<file path="src/rtl/rcrp_pkg.sv">
// Purpose: Shared constants for the graphics-rail current report and protection block.
// Assumes: 25 MHz reference clock, AHB-Lite register access with 32-bit data.
// Notes: Register offsets are byte addresses of aligned words.
package rcrp_pkg;

  // ************************************************************
  // Clock and timing
  // ************************************************************
  localparam int unsigned CLK_HZ = 25_000_000;
  localparam int unsigned OV_FILTER_NS = 1000;
  localparam int unsigned NV_FILTER_NS = 1000;
  // A least time rounds up to whole cycles.
  localparam int unsigned OV_FILTER_CYC = (OV_FILTER_NS * (CLK_HZ / 1_000_000) + 999) / 1000;
  localparam int unsigned NV_FILTER_CYC = (NV_FILTER_NS * (CLK_HZ / 1_000_000) + 999) / 1000;
  localparam int unsigned OC_LATCH_CYCLES = 15;

  // ************************************************************
  // Current code thresholds
  // ************************************************************
  localparam logic [7:0] CUR_CODE_MAX = 8'hff;
  localparam logic [7:0] CUR_CODE_RELEASE = 8'hf2;

  // ************************************************************
  // Voltage margins in millivolts (sensed code is 1 mV per LSB)
  // ************************************************************
  localparam logic [11:0] OV_MARGIN_MV = 12'h096;
  localparam logic [11:0] OV_MARGIN_OFS_MV = 12'h352;
  localparam logic [11:0] OFS_STRAP_MV = 12'h384;
  localparam logic signed [12:0] NV_TRIP_MV = -13'sd50;

  // ************************************************************
  // Register map
  // ************************************************************
  localparam logic [7:0] REG_STATUS1 = 8'h00;
  localparam logic [7:0] REG_OUT_CURRENT = 8'h04;
  localparam logic [7:0] REG_MAX_VID = 8'h08;
  localparam logic [7:0] REG_FAULTS = 8'h0c;
  localparam int unsigned STATUS1_ICC_BIT = 2;
  localparam logic [11:0] MAX_VID_RESET = 12'h5f0;

  // ************************************************************
  // AHB-Lite encodings
  // ************************************************************
  localparam logic [1:0] HTRANS_NONSEQ = 2'h2;

  typedef enum logic [1:0] {
    RCRP_GATE_RUN = 2'b00,
    RCRP_GATE_OCP = 2'b01,
    RCRP_GATE_OVP = 2'b10,
    RCRP_GATE_NVP = 2'b11
  } rcrp_gate_t;

endpackage : rcrp_pkg

</file>
<file path="src/rtl/rcrp_top.sv">
// Purpose: Current reporting, alert, quick response and fault latches of the graphics rail.
// Assumes: Analog comparators and the ADC sit outside and arrive as asynchronous levels/codes.
// Notes: The sensed-voltage code is signed millivolts; the ADC code is stable when sampled.

// Contract
// - Convert the 0 to 3.3 V current monitor voltage into an 8-bit code, 255 steps.
// - Code reaching 255 drives alert low and sets status bit 2.
// - Alert releases only once the current code falls to 242 or below.
// - Status bit 2 clears only at code 242 or below plus host status read.
// - Start quick-response pulse when mirrored feedback current exceeds the 5 uA trigger.
// - Active quick-response pulse replaces the normal on-time for the cycle.
// - High-side gate held off while current-limit comparator is tripped.
// - Overcurrent for 15 consecutive switching cycles sets the overcurrent latch.
// - Overcurrent counter resets when the condition is absent before 15 cycles.
// - Overcurrent latch tri-states PWM output and disables gate-drive logic; if overvoltage also latched, overvoltage gating wins, pwm_oe high.
// - Overcurrent latch requests a soft shutdown of the core rail.
// - Overvoltage is monitored from power-on reset on, via the negative sense input.
// - Overvoltage latch sets when sensed output exceeds max VID plus 150 mV.
// - Overvoltage margin becomes 850 mV if offset pin exceeded 0.9 V before power-up.
// - Overvoltage latch commands low-side on and high-side off.
// - Overvoltage latch requests a shutdown of the core rail.
// - Overvoltage comparator result accepted only after 1 us persistence.
// - Under overvoltage latch, output below -0.05 V turns low-side off, high-side off.
// - After negative guard acts, low-side turns on again once output rises above 0 V.
// - Negative guard enabled only with overvoltage latch set, filtered 1 us.
module rcrp_top
  import rcrp_pkg::*;
#(
  parameter int unsigned CODE_W = 8,
  parameter int unsigned MV_W = 13
) (
  input wire logic ref_clk,
  input wire logic srst,
  // AHB-Lite slave.
  input wire logic hsel,
  input wire logic [7:0] haddr,
  input wire logic [1:0] htrans,
  input wire logic hwrite,
  input wire logic [2:0] hsize,
  input wire logic [31:0] hwdata,
  input wire logic hready,
  output logic [31:0] hrdata,
  output logic hreadyout,
  output logic hresp,
  // Analog-side inputs, asynchronous to ref_clk.
  input wire logic [CODE_W-1:0] current_monitor_output,
  input wire logic current_monitor_feedback,
  input wire logic quick_response_width_set,
  input wire logic overcurrent_threshold_set,
  input wire logic signed [MV_W-1:0] sense_negative_input,
  input wire logic [11:0] offset_setting_pin,
  input wire logic cycle_start,
  input wire logic normal_on_time,
  // Outputs.
  output logic alert_n,
  output logic high_side_gate,
  output logic low_side_gate,
  output logic pwm_out,
  output logic pwm_oe,
  output logic core_rail_shutdown_req,
  output logic overcurrent_latch,
  output logic overvoltage_latch,
  output logic negative_voltage_guard
);

  // ************************************************************
  // Input synchronisers
  // ************************************************************
  logic [CODE_W-1:0] cur_s1_q, cur_s2_q;
  logic signed [MV_W-1:0] vs_s1_q, vs_s2_q;
  logic [11:0] ofs_s1_q, ofs_s2_q;
  logic [4:0] bit_s1_q, bit_s2_q;
  logic mirror_trip, qr_width, ilim_trip, cyc_in, on_in;

  // Every external level passes two flops; stage one feeds stage two only.
  always_ff @(posedge ref_clk) begin
    cur_s1_q <= current_monitor_output;
    cur_s2_q <= cur_s1_q;
    vs_s1_q <= sense_negative_input;
    vs_s2_q <= vs_s1_q;
    ofs_s1_q <= offset_setting_pin;
    ofs_s2_q <= ofs_s1_q;
    bit_s1_q <= {current_monitor_feedback, quick_response_width_set,
                 overcurrent_threshold_set, cycle_start, normal_on_time};
    bit_s2_q <= bit_s1_q;
  end

  assign mirror_trip = bit_s2_q[4];
  assign qr_width = bit_s2_q[3];
  assign ilim_trip = bit_s2_q[2];
  assign cyc_in = bit_s2_q[1];
  assign on_in = bit_s2_q[0];

  // ************************************************************
  // Current code, alert and status
  // ************************************************************
  logic [7:0] out_current_q;
  logic icc_alert_q;
  logic icc_status_q;
  logic status_read;

  // The ADC code spans 0 to 3.3 V in 255 steps; it is registered here.
  always_ff @(posedge ref_clk) begin
    if (srst) begin
      out_current_q <= 8'h00;
    end else begin
      out_current_q <= cur_s2_q[7:0];
    end
  end

  // Alert sets at full scale and holds until the code falls to the release point.
  always_ff @(posedge ref_clk) begin
    if (srst) begin
      icc_alert_q <= 1'b0;
    end else if (out_current_q == CUR_CODE_MAX) begin
      icc_alert_q <= 1'b1;
    end else if (out_current_q <= CUR_CODE_RELEASE) begin
      icc_alert_q <= 1'b0;
    end
  end

  // Status bit is sticky; a full-scale code in the read cycle wins over the clear.
  always_ff @(posedge ref_clk) begin
    if (srst) begin
      icc_status_q <= 1'b0;
    end else if (out_current_q == CUR_CODE_MAX) begin
      icc_status_q <= 1'b1;
    end else if (status_read && out_current_q <= CUR_CODE_RELEASE) begin
      icc_status_q <= 1'b0;
    end
  end

  always_ff @(posedge ref_clk) begin
    if (srst) begin
      alert_n <= 1'b1;
    end else begin
      alert_n <= ~((out_current_q == CUR_CODE_MAX) | icc_alert_q);
    end
  end

  // ************************************************************
  // Offset strap and overvoltage threshold
  // ************************************************************
  logic [1:0] strap_cnt_q;
  logic ofs_high_q;
  logic [11:0] max_vid_q;
  logic signed [MV_W:0] ov_limit;

  // The strap is caught two cycles after release, once the synchroniser holds a real value.
  always_ff @(posedge ref_clk) begin
    if (srst) begin
      strap_cnt_q <= 2'h0;
      ofs_high_q <= 1'b0;
    end else if (strap_cnt_q != 2'h3) begin
      strap_cnt_q <= strap_cnt_q + 2'h1;
      if (strap_cnt_q == 2'h2) begin
        ofs_high_q <= (ofs_s2_q > OFS_STRAP_MV);
      end
    end
  end

  // Threshold is max VID plus 150 mV, or plus 850 mV with the offset strap high.
  assign ov_limit = $signed({2'b00, max_vid_q}) +
                    $signed({2'b00, (ofs_high_q ? OV_MARGIN_OFS_MV : OV_MARGIN_MV)});

  // ************************************************************
  // Overvoltage and negative-voltage filters
  // ************************************************************
  logic [7:0] ov_cnt_q, nv_cnt_q;
  logic ov_raw, nv_raw, nv_clear_raw;
  logic nvp_q;

  assign ov_raw = ($signed({vs_s2_q[MV_W-1], vs_s2_q}) > ov_limit) && (strap_cnt_q == 2'h3);
  assign nv_raw = (vs_s2_q < NV_TRIP_MV);
  assign nv_clear_raw = (vs_s2_q > $signed({MV_W{1'b0}}));

  // Comparator must persist 1 us before the latch is taken; a glitch restarts the count.
  always_ff @(posedge ref_clk) begin
    if (srst) begin
      ov_cnt_q <= 8'h00;
      overvoltage_latch <= 1'b0;
    end else if (!overvoltage_latch) begin
      if (!ov_raw) begin
        ov_cnt_q <= 8'h00;
      end else if (ov_cnt_q == 8'(OV_FILTER_CYC - 1)) begin
        overvoltage_latch <= 1'b1;
      end else begin
        ov_cnt_q <= ov_cnt_q + 8'h01;
      end
    end
  end

  // Negative guard only runs under the overvoltage latch; trip filtered, release above 0 V.
  always_ff @(posedge ref_clk) begin
    if (srst) begin
      nv_cnt_q <= 8'h00;
      nvp_q <= 1'b0;
    end else if (!overvoltage_latch) begin
      nv_cnt_q <= 8'h00;
      nvp_q <= 1'b0;
    end else if (nvp_q) begin
      nv_cnt_q <= 8'h00;
      if (nv_clear_raw) begin
        nvp_q <= 1'b0;
      end
    end else if (!nv_raw) begin
      nv_cnt_q <= 8'h00;
    end else if (nv_cnt_q == 8'(NV_FILTER_CYC - 1)) begin
      nvp_q <= 1'b1;
    end else begin
      nv_cnt_q <= nv_cnt_q + 8'h01;
    end
  end

  // ************************************************************
  // Overcurrent cycle counter
  // ************************************************************
  logic [3:0] oc_cnt_q;
  logic cyc_d_q;
  logic cyc_edge;
  logic oc_in_cycle_q;

  always_ff @(posedge ref_clk) begin
    if (srst) begin
      cyc_d_q <= 1'b0;
    end else begin
      cyc_d_q <= cyc_in;
    end
  end
  assign cyc_edge = cyc_in & ~cyc_d_q;

  // Each switching cycle remembers whether the limit tripped at any time in it.
  always_ff @(posedge ref_clk) begin
    if (srst) begin
      oc_in_cycle_q <= 1'b0;
    end else if (cyc_edge) begin
      oc_in_cycle_q <= ilim_trip;
    end else if (ilim_trip) begin
      oc_in_cycle_q <= 1'b1;
    end
  end

  // A clean cycle restarts the count; fifteen tripped cycles in a row latch.
  always_ff @(posedge ref_clk) begin
    if (srst) begin
      oc_cnt_q <= 4'h0;
      overcurrent_latch <= 1'b0;
    end else if (cyc_edge && !overcurrent_latch) begin
      if (!oc_in_cycle_q) begin
        oc_cnt_q <= 4'h0;
      end else if (oc_cnt_q == 4'(OC_LATCH_CYCLES - 1)) begin
        overcurrent_latch <= 1'b1;
      end else begin
        oc_cnt_q <= oc_cnt_q + 4'h1;
      end
    end
  end

  // ************************************************************
  // Quick response and gate drive
  // ************************************************************
  logic qr_active_q;
  logic mirror_d_q;
  rcrp_gate_t gate_mode;

  // A rising trip of the mirrored current starts a pulse whose width follows the width input.
  always_ff @(posedge ref_clk) begin
    if (srst) begin
      mirror_d_q <= 1'b0;
      qr_active_q <= 1'b0;
    end else begin
      mirror_d_q <= mirror_trip;
      if (mirror_trip && !mirror_d_q) begin
        qr_active_q <= 1'b1;
      end else if (!qr_width) begin
        qr_active_q <= 1'b0;
      end
    end
  end

  // Overvoltage outranks overcurrent so the output is clamped even if both latch.
  always_comb begin
    if (overvoltage_latch && nvp_q) begin
      gate_mode = RCRP_GATE_NVP;
    end else if (overvoltage_latch) begin
      gate_mode = RCRP_GATE_OVP;
    end else if (overcurrent_latch) begin
      gate_mode = RCRP_GATE_OCP;
    end else begin
      gate_mode = RCRP_GATE_RUN;
    end
  end

  always_ff @(posedge ref_clk) begin
    if (srst) begin
      high_side_gate <= 1'b0;
      low_side_gate <= 1'b0;
      pwm_out <= 1'b0;
      pwm_oe <= 1'b0;
      negative_voltage_guard <= 1'b0;
      core_rail_shutdown_req <= 1'b0;
    end else begin
      negative_voltage_guard <= nvp_q;
      core_rail_shutdown_req <= overcurrent_latch | overvoltage_latch;
      case (gate_mode)
        RCRP_GATE_RUN: begin
          // Quick-response pulse overrides the normal on-time; the limit vetoes both.
          high_side_gate <= (qr_active_q ? 1'b1 : on_in) & ~ilim_trip;
          low_side_gate <= ~((qr_active_q ? 1'b1 : on_in) & ~ilim_trip);
          pwm_out <= (qr_active_q ? 1'b1 : on_in) & ~ilim_trip;
          pwm_oe <= 1'b1;
        end
        RCRP_GATE_OCP: begin
          high_side_gate <= 1'b0;
          low_side_gate <= 1'b0;
          pwm_out <= 1'b0;
          pwm_oe <= 1'b0;
        end
        RCRP_GATE_OVP: begin
          high_side_gate <= 1'b0;
          low_side_gate <= 1'b1;
          pwm_out <= 1'b0;
          pwm_oe <= 1'b1;
        end
        RCRP_GATE_NVP: begin
          high_side_gate <= 1'b0;
          low_side_gate <= 1'b0;
          pwm_out <= 1'b0;
          pwm_oe <= 1'b1;
        end
        default: begin
          high_side_gate <= 1'b0;
          low_side_gate <= 1'b0;
          pwm_out <= 1'b0;
          pwm_oe <= 1'b0;
        end
      endcase
    end
  end

  // ************************************************************
  // AHB-Lite slave
  // ************************************************************
  logic dp_valid_q, dp_write_q;
  logic [7:0] dp_addr_q;
  logic addr_take;

  // Zero wait states: every data phase completes in one cycle with OKAY.
  assign addr_take = hsel && hready && (htrans == HTRANS_NONSEQ);
  assign status_read = addr_take && !hwrite && (haddr == REG_STATUS1);

  always_ff @(posedge ref_clk) begin
    if (srst) begin
      dp_valid_q <= 1'b0;
      dp_write_q <= 1'b0;
      dp_addr_q <= 8'h00;
      hreadyout <= 1'b1;
      hresp <= 1'b0;
    end else begin
      dp_valid_q <= addr_take;
      if (addr_take) begin
        dp_write_q <= hwrite;
        dp_addr_q <= haddr;
      end
    end
  end

  // Max VID is the only writable register; writes elsewhere are ignored.
  always_ff @(posedge ref_clk) begin
    if (srst) begin
      max_vid_q <= MAX_VID_RESET;
    end else if (dp_valid_q && dp_write_q && dp_addr_q == REG_MAX_VID) begin
      max_vid_q <= hwdata[11:0];
    end
  end

  // Read data is registered at address phase so it stands for the data phase.
  always_ff @(posedge ref_clk) begin
    if (srst) begin
      hrdata <= 32'h0000_0000;
    end else if (addr_take && !hwrite) begin
      case (haddr)
        REG_STATUS1: hrdata <= {29'h0, icc_status_q, 2'h0};
        REG_OUT_CURRENT: hrdata <= {24'h0, out_current_q};
        REG_MAX_VID: hrdata <= {20'h0, max_vid_q};
        REG_FAULTS: hrdata <= {28'h0, ofs_high_q, nvp_q, overvoltage_latch, overcurrent_latch};
        default: hrdata <= 32'h0000_0000;
      endcase
    end
  end

endmodule : rcrp_top
</file>
<file path="config.mk">
export PLATFORM = sky130hd
export DESIGN_NAME = rcrp_top
export DESIGN_NICKNAME = d
export VERILOG_FILES = /design/src/rtl/rcrp_pkg.sv /design/src/rtl/rcrp_top.sv
export SDC_FILE = /design/constraint.sdc
export NUM_CORES = 1
export LEC_CHECK = 0
export BUFFER_PORTS_ARGS = -buffer_cell sky130_fd_sc_hd__buf_2
export CAP_MARGIN = 20
export CORE_ASPECT_RATIO = 0.7
export CORE_UTILIZATION = 40
export CTS_CLUSTER_DIAMETER = 150
export DETAILED_ROUTE_END_ITERATION = 10
export GPL_TIMING_DRIVEN = 0
export PLACE_DENSITY = 0.61
export SLEW_MARGIN = 5
export SYNTH_ARGS = -nofsm -noshare
export SYNTH_HDL_FRONTEND = slang
export SYNTH_SLANG_ARGS = --single-unit
</file>
<file path="constraint.sdc">
create_clock -name ref_clk -period 7.4 [get_ports ref_clk]
set_clock_uncertainty 0.2 [all_clocks]
set_input_delay 0.74 -clock ref_clk [delete_from_list [all_inputs] [get_ports ref_clk]]
set_output_delay 0.74 -clock ref_clk [all_outputs]
set_load 0.02 [all_outputs]
</file>
== After elaboration in Yosys (flattened, before gate mapping) ==
Index checks and enable logic that the tools add are counted.

* Register bits: 176
* Bits of input ports: 88
* Output and inout bits: 43
* Logic and storage cells: 128

* $add $sub $neg: 5
* Order comparisons: 5
* Equal/unequal tests: 18
* Muxes and demuxes: 28
* Bitwise logic cells: 10
* Reductions and logical operators: 28

{| class="wikitable"
|+ Operators by type and width
! cell !! count
|-
| $pmux 12 s4 || 1
|-
| $eq 8x4->1 const B || 3
|-
| $mux 1 || 17
|-
| $add 8x1->8 const B || 2
|-
| $eq 8x5->1 const B || 2
|-
| $mux 8 || 2
|-
| $gt 13x14->1 || 1
|-
| $add 12x10->13 || 1
|-
| $gt 13x1->1 const B || 1
|-
| $lt 13x7->1 const B || 1
|-
| $gt 12x10->1 const B || 1
|-
| $logic_and 1x1->1 || 11
|-
| $eq 2x2->1 const B || 5
|-
| $mux 10 || 1
|-
| $eq 8x3->1 const B || 1
|-
| $eq 8x8->1 const B || 1
|-
| $le 8x8->1 const B || 1
|-
| $logic_not 8->1 || 1
|-
| $mux 4 || 2
|-
| $ne 2x2->1 const B || 3
|-
| $not 1->1 || 6
|-
| $reduce_and 2->1 || 3
|-
| $reduce_bool 2->1 || 3
|-
| $reduce_or 3->1 || 2
|-
| other kinds (15) || 22
|}

== Logic depth before layout (Yosys ltp) ==
* Depth after elaboration: 7
* Depth in mapped cells: 15
* Depth with buffers taken out: 15

== Least setup slack after synthesis ==
Ideal clock, no wire load.

* Path kind: flip-flop to flip-flop
* Start point: register ofs_high_q
* End point: register ov_cnt_q[0]
* Library setup time: 0.058 ns
* Data arrival time: 3.147 ns
* Required time: 7.142 ns
* Slack: 3.995 ns
* Stages on the path, launching flop included: 16
* Buffers on the path: 0
* Period minus slack after synthesis: 3.405 ns
* Path through: dfxtp_1 > inv_1 > ha_1 > a21oi_2 > o211ai_1 > or2_1 > a21o_1 > a21oi_1 > xor2_1 > ha_1 > nand4_1 > nor4_1 > a211o_1 > a211o_4 > nor3_2 > mux2_2

* Word-level cells in the longest chain between the ends: 6
* Elaborated cells on any way between the ends: 7
* Classes of those cells: add/sub (1); order compare (1); eq/ne (1); mux (2); reduce/logical (2)

{| class="wikitable"
|+ Ends and longest elaborated chain
! element !! RTL line !! text
|-
| start: declaration || rcrp_top.sv:145 || <nowiki>logic ofs_high_q;</nowiki>
|-
| start signal: assignment || rcrp_top.sv:157 || <nowiki>ofs_high_q <= (ofs_s2_q > OFS_STRAP_MV);</nowiki>
|-
| $mux 10 (*) || rcrp_top.sv:164 || <nowiki>$signed({2'b00, (ofs_high_q ? OV_MARGIN_OFS_MV : OV_MARGIN_MV)});</nowiki>
|-
| $add 12x10->13 (*) || rcrp_top.sv:163 || <nowiki>assign ov_limit = $signed({2'b00, max_vid_q}) +</nowiki>
|-
| $gt 13x14->1 (*) || rcrp_top.sv:173 || <nowiki>assign ov_raw = ($signed({vs_s2_q[MV_W-1], vs_s2_q}) > ov_limit) && (strap_cnt_q == 2'h3);</nowiki>
|-
| $logic_and 1x1->1 (*) || rcrp_top.sv:173 ||
|-
| $ne 2x2->1 (no line) || - ||
|-
| $reduce_and 2->1 (no line) || - ||
|-
| end signal: assignment || rcrp_top.sv:188 || <nowiki>ov_cnt_q <= ov_cnt_q + 8'h01;</nowiki>
|-
| end: declaration || rcrp_top.sv:169 || <nowiki>logic [7:0] ov_cnt_q, nv_cnt_q;</nowiki>
|}

Mark *: on every way between the ends. The rest lies on a longest branch, timed or not.
A chain may end at the register's enable or synchronous reset.

== Worst setup path after layout ==
Ends and elaborated chain as after synthesis.

==> impl_metrics.yaml <==
worst_setup_path:
  category_of_the_most_critical_setup_path: "flip-flop to flip-flop"
  cp_startpoint_kind: "flip-flop"
  critPathMaxFanout: 9
  worst_ep_required_time_ps: 7560
  endpoint_kind_of_the_worst_setup_timing_path: "flip-flop"
  worst-endpoint-arrival_ps: 4000
clocking:
  cts_root_buffer: "sky130_fd_sc_hd__clkbuf_16"
  cts_buffers: 17
  clock_tree_from_tritoncts: "done"
  post_cts.repair.setup_buffers: 0
  cts.path.max_buffers: 2
  hold_fix_buffer_count_after_cts: 0
  cts_sinks: 156
  clk_pin_slew_ps: 70
  clk-insertion-delay-late_ps: 420
  postCtsResizedCells: 0
  cts_htree_levels: 4
route:
  wl_per_cell_um: 13.4
  ant_nets: 0
  detailroute.via_count: 4079
  detail_route.vias_per_cell: 4.73
  drc_errors: 0
  drt_pre_antenna_iters: 4
  drt_wl_total_um: 11600
  drt_iter0_drcs: 194
sta:
  setup_repair_after_global_routing_missed_its_margin: "false"
  layout_min_cycle_time_ps: 3840
  maxSlewHeadroom_pct: 48.5
  final_max_slew_viol_count: 0
  final.period_utilization_pct: 51.9
  worst_slew_pin_slew_ps: 772
  aggregate_negative_setup_slack_ps: 0
  timing_hold_violations_final: 0
  maxClockFrequency_mhz: 260
  finalSetupViolCount: 0
power:
  cellInternalPower_w: 0.00140
  p_leak_nw: 3.08
  power.switching_w: 0.000500
  share_clk_of_total_power_pct: 45.4
  power.sequential.fraction_pct: 46.7
  comb_power_share_pct: 7.9
  cellPowerDensity_nw_per_um2: 269
  power.share.switching_pct: 26.3
  peakVddDrop_mv: 0.144
floorplan:
  die_area_um2: 14800
  start_util_pct: 41.0
  width_of_the_die_um: 145
  height_of_the_die_um: 102
  std_cell_rows: 36
  i_o_pin_count: 131
  core_area_um2: 13900
yosys:
  post_synth_instance_area_um2: 5710
  postSynthCellCount: 539
  number_of_library_cell_types_mapped_by_synthesis: 68
  synth_sequential_area_ratio_pct: 54.7
  synth_enable_flop_cells: 0
  ys_ff_latch: 156
  synthFlopType: "sky130_fd_sc_hd__dfxtp_1"
  yosys_warnings: 0
  synth_area_per_cell_um2: 10.6
  proportion_of_synthesized_flip_flops_having_asynchronous_set_or_reset_pct: 0
final_layout:
  fin_cells: 863
  num-fill-cells: 1264
  final_cell_mix: "sky130_fd_sc_hd__dfxtp_1 (156), sky130_fd_sc_hd__buf_2 (85), sky130_fd_sc_hd__nor2_1 (44)"
  most_common_cell_after_layout_fill_and_taps_aside: "sky130_fd_sc_hd__dfxtp_1"
  drive_above_1_share_pct: 26.0
  insertedDiodeCount: 0
  layout.nets: 774
  synthToLayoutAreaGrowth_pct: 23.4
grt:
  overflow: 0
  grt.total_usage_pct: 16.6
  grt_pass1_vias: 3807
  grt_start_max_net_pins: 20
  initial_antenna_violation_count: 0
  grt_first_pass_wirelength_um: 18200
outcome:
  outcome: "complete, no violations"
placement:
  globalplace.congestion: 0.778
  numPortBuffers: 82
  place_hpwl_um: 8560
  place_inst: 831
worst_hold_path:
  worst_hold_path_type: "flip-flop to flip-flop"
run:
  drv_cap: 0
## registers in the layout, indices dropped and copies added (netlist names), 2 cells and up
signal / cells
vs_s1_q: 13
vs_s2_q: 13
hrdata: 12
max_vid_q: 12
ofs_s1_q: 12
ofs_s2_q: 12
cur_s1_q: 8
cur_s2_q: 8
dp_addr_q: 8
nv_cnt_q: 8
out_current_q: 8
ov_cnt_q: 8
bit_s1_q: 5
bit_s2_q: 5
oc_cnt_q: 4
strap_cnt_q: 2
## power groups by stage
stage / Sequential (W) / Combinational, W / Clock (W)
after floorplan: 0.000902 / 0.000107 / 0
after global placement: 0.000905 / 0.000144 / 0
after detailed placement: 0.000907 / 0.000148 / 0
after CTS: 0.000887 / 0.000150 / 0.000880
after global routing: 0.000890 / 0.000168 / 0.000921
final: 0.000887 / 0.000150 / 0.000863
## worst max-delay path, cell delays in order (launching register included)
cell and delay (ps):
sky130_fd_sc_hd__dfxtp_1 530, sky130_fd_sc_hd__inv_1 120, sky130_fd_sc_hd__ha_1 320, sky130_fd_sc_hd__a21oi_2 160, sky130_fd_sc_hd__o211ai_1 130, sky130_fd_sc_hd__or2_1 260, sky130_fd_sc_hd__a21o_1 200, sky130_fd_sc_hd__a21oi_1 170
sky130_fd_sc_hd__xor2_1 180, sky130_fd_sc_hd__ha_1 270, sky130_fd_sc_hd__nand4_1 120, sky130_fd_sc_hd__nor4_1 70, sky130_fd_sc_hd__a211o_1 280, sky130_fd_sc_hd__a211o_4 380, sky130_fd_sc_hd__nor3_2 190, sky130_fd_sc_hd__mux2_2 190
## synthesized netlist by cell type, drive strengths merged (3+ instances only)
master,n,area share (%)
a211o,8,1.4
a211oi,5,0.75
a21oi,26,2.3
a22o,13,2.0
a22oi,12,1.9
and2,4,0.48
and3,5,0.55
buf,29,3.8
clkbuf,9,0.59
dfxtp,156,55
ha,25,5.5
inv,23,1.5
mux2,5,0.99
mux2i,6,1.1
nand2,32,2.1
nand2b,8,1.3
nand3,9,0.79
nand4,7,0.77
nor2,52,3.9
nor2b,23,2.5
nor3,10,0.96
nor4,9,1.2
o21a,3,0.39
o21ai,12,1.1
xnor2,5,0.77
xor2,9,1.4
## kinds of logic (layout without fill, tap and decap cells)
| group | Yosys count | count (layout) | share of synthesized area, % |
|---|---|---|---|
| mux | 12 | 12 | 2.43 |
| fa+ha+maj | 26 | 26 | 5.83 |
| xor+xnor | 14 | 14 | 2.15 |
| compound gates | 96 | 96 | 12.3 |
| buf+inv | 61 | 175 | 5.92 |
| flops | 156 | 156 | 54.7 |
| simple gates | 172 | 172 | 16.5 |
| other cells | 2 | 22 | 0.132 |
## worst paths after layout
check	from	end	slack, ps	depth (start not counted)
setup / recovery	ofs_high_q$_SDFFE_PP0P_	ov_cnt_q[0]$_SDFFE_PP0P_	3560	15
hold / removal	vs_s1_q[11]$_DFF_P_	vs_s2_q[11]$_DFF_P_	130	0
setup reg to reg	ofs_high_q$_SDFFE_PP0P_	ov_cnt_q[0]$_SDFFE_PP0P_	3560	15
hold reg to reg	vs_s1_q[11]$_DFF_P_	vs_s2_q[11]$_DFF_P_	130	0
## cell type report
class	instances	area, um2	share of cell area [%]
buffer	38	251	3.57
clock buffer	17	425	6.04
clock inverter	15	189	2.68
inverter	23	86.3	1.23
multi-input combinational	342	2320	33.0
sequential	156	3120	44.3
tap	190	238	3.37
timing repair buffer	82	410	5.82
## routing by layer
metal,GRT usage [%],routed length (um)
met5,0,0
met4,7.04,110
met3,4.50,651
met2,25.9,5260
met1,21.6,5570
## through the flow
step | utilization (%) | cell area (um2) | hold WS, ps | setup WS (ps) | total power [W]
floorplan | - | 5780 | 110 | 3990 | 0.00101
global placement | 46.2 | 6430 | 111 | 3630 | 0.00105
detailed placement | 46.2 | 6430 | 112 | 3570 | 0.00106
CTS | 50.6 | 7050 | 129 | 3540 | 0.00192
global route | 50.6 | 7050 | 133 | 3290 | 0.00198
finish | 50.6 | 7050 | 125 | 3560 | 0.00190
Note: power is estimated with default switching activity, not from simulation.
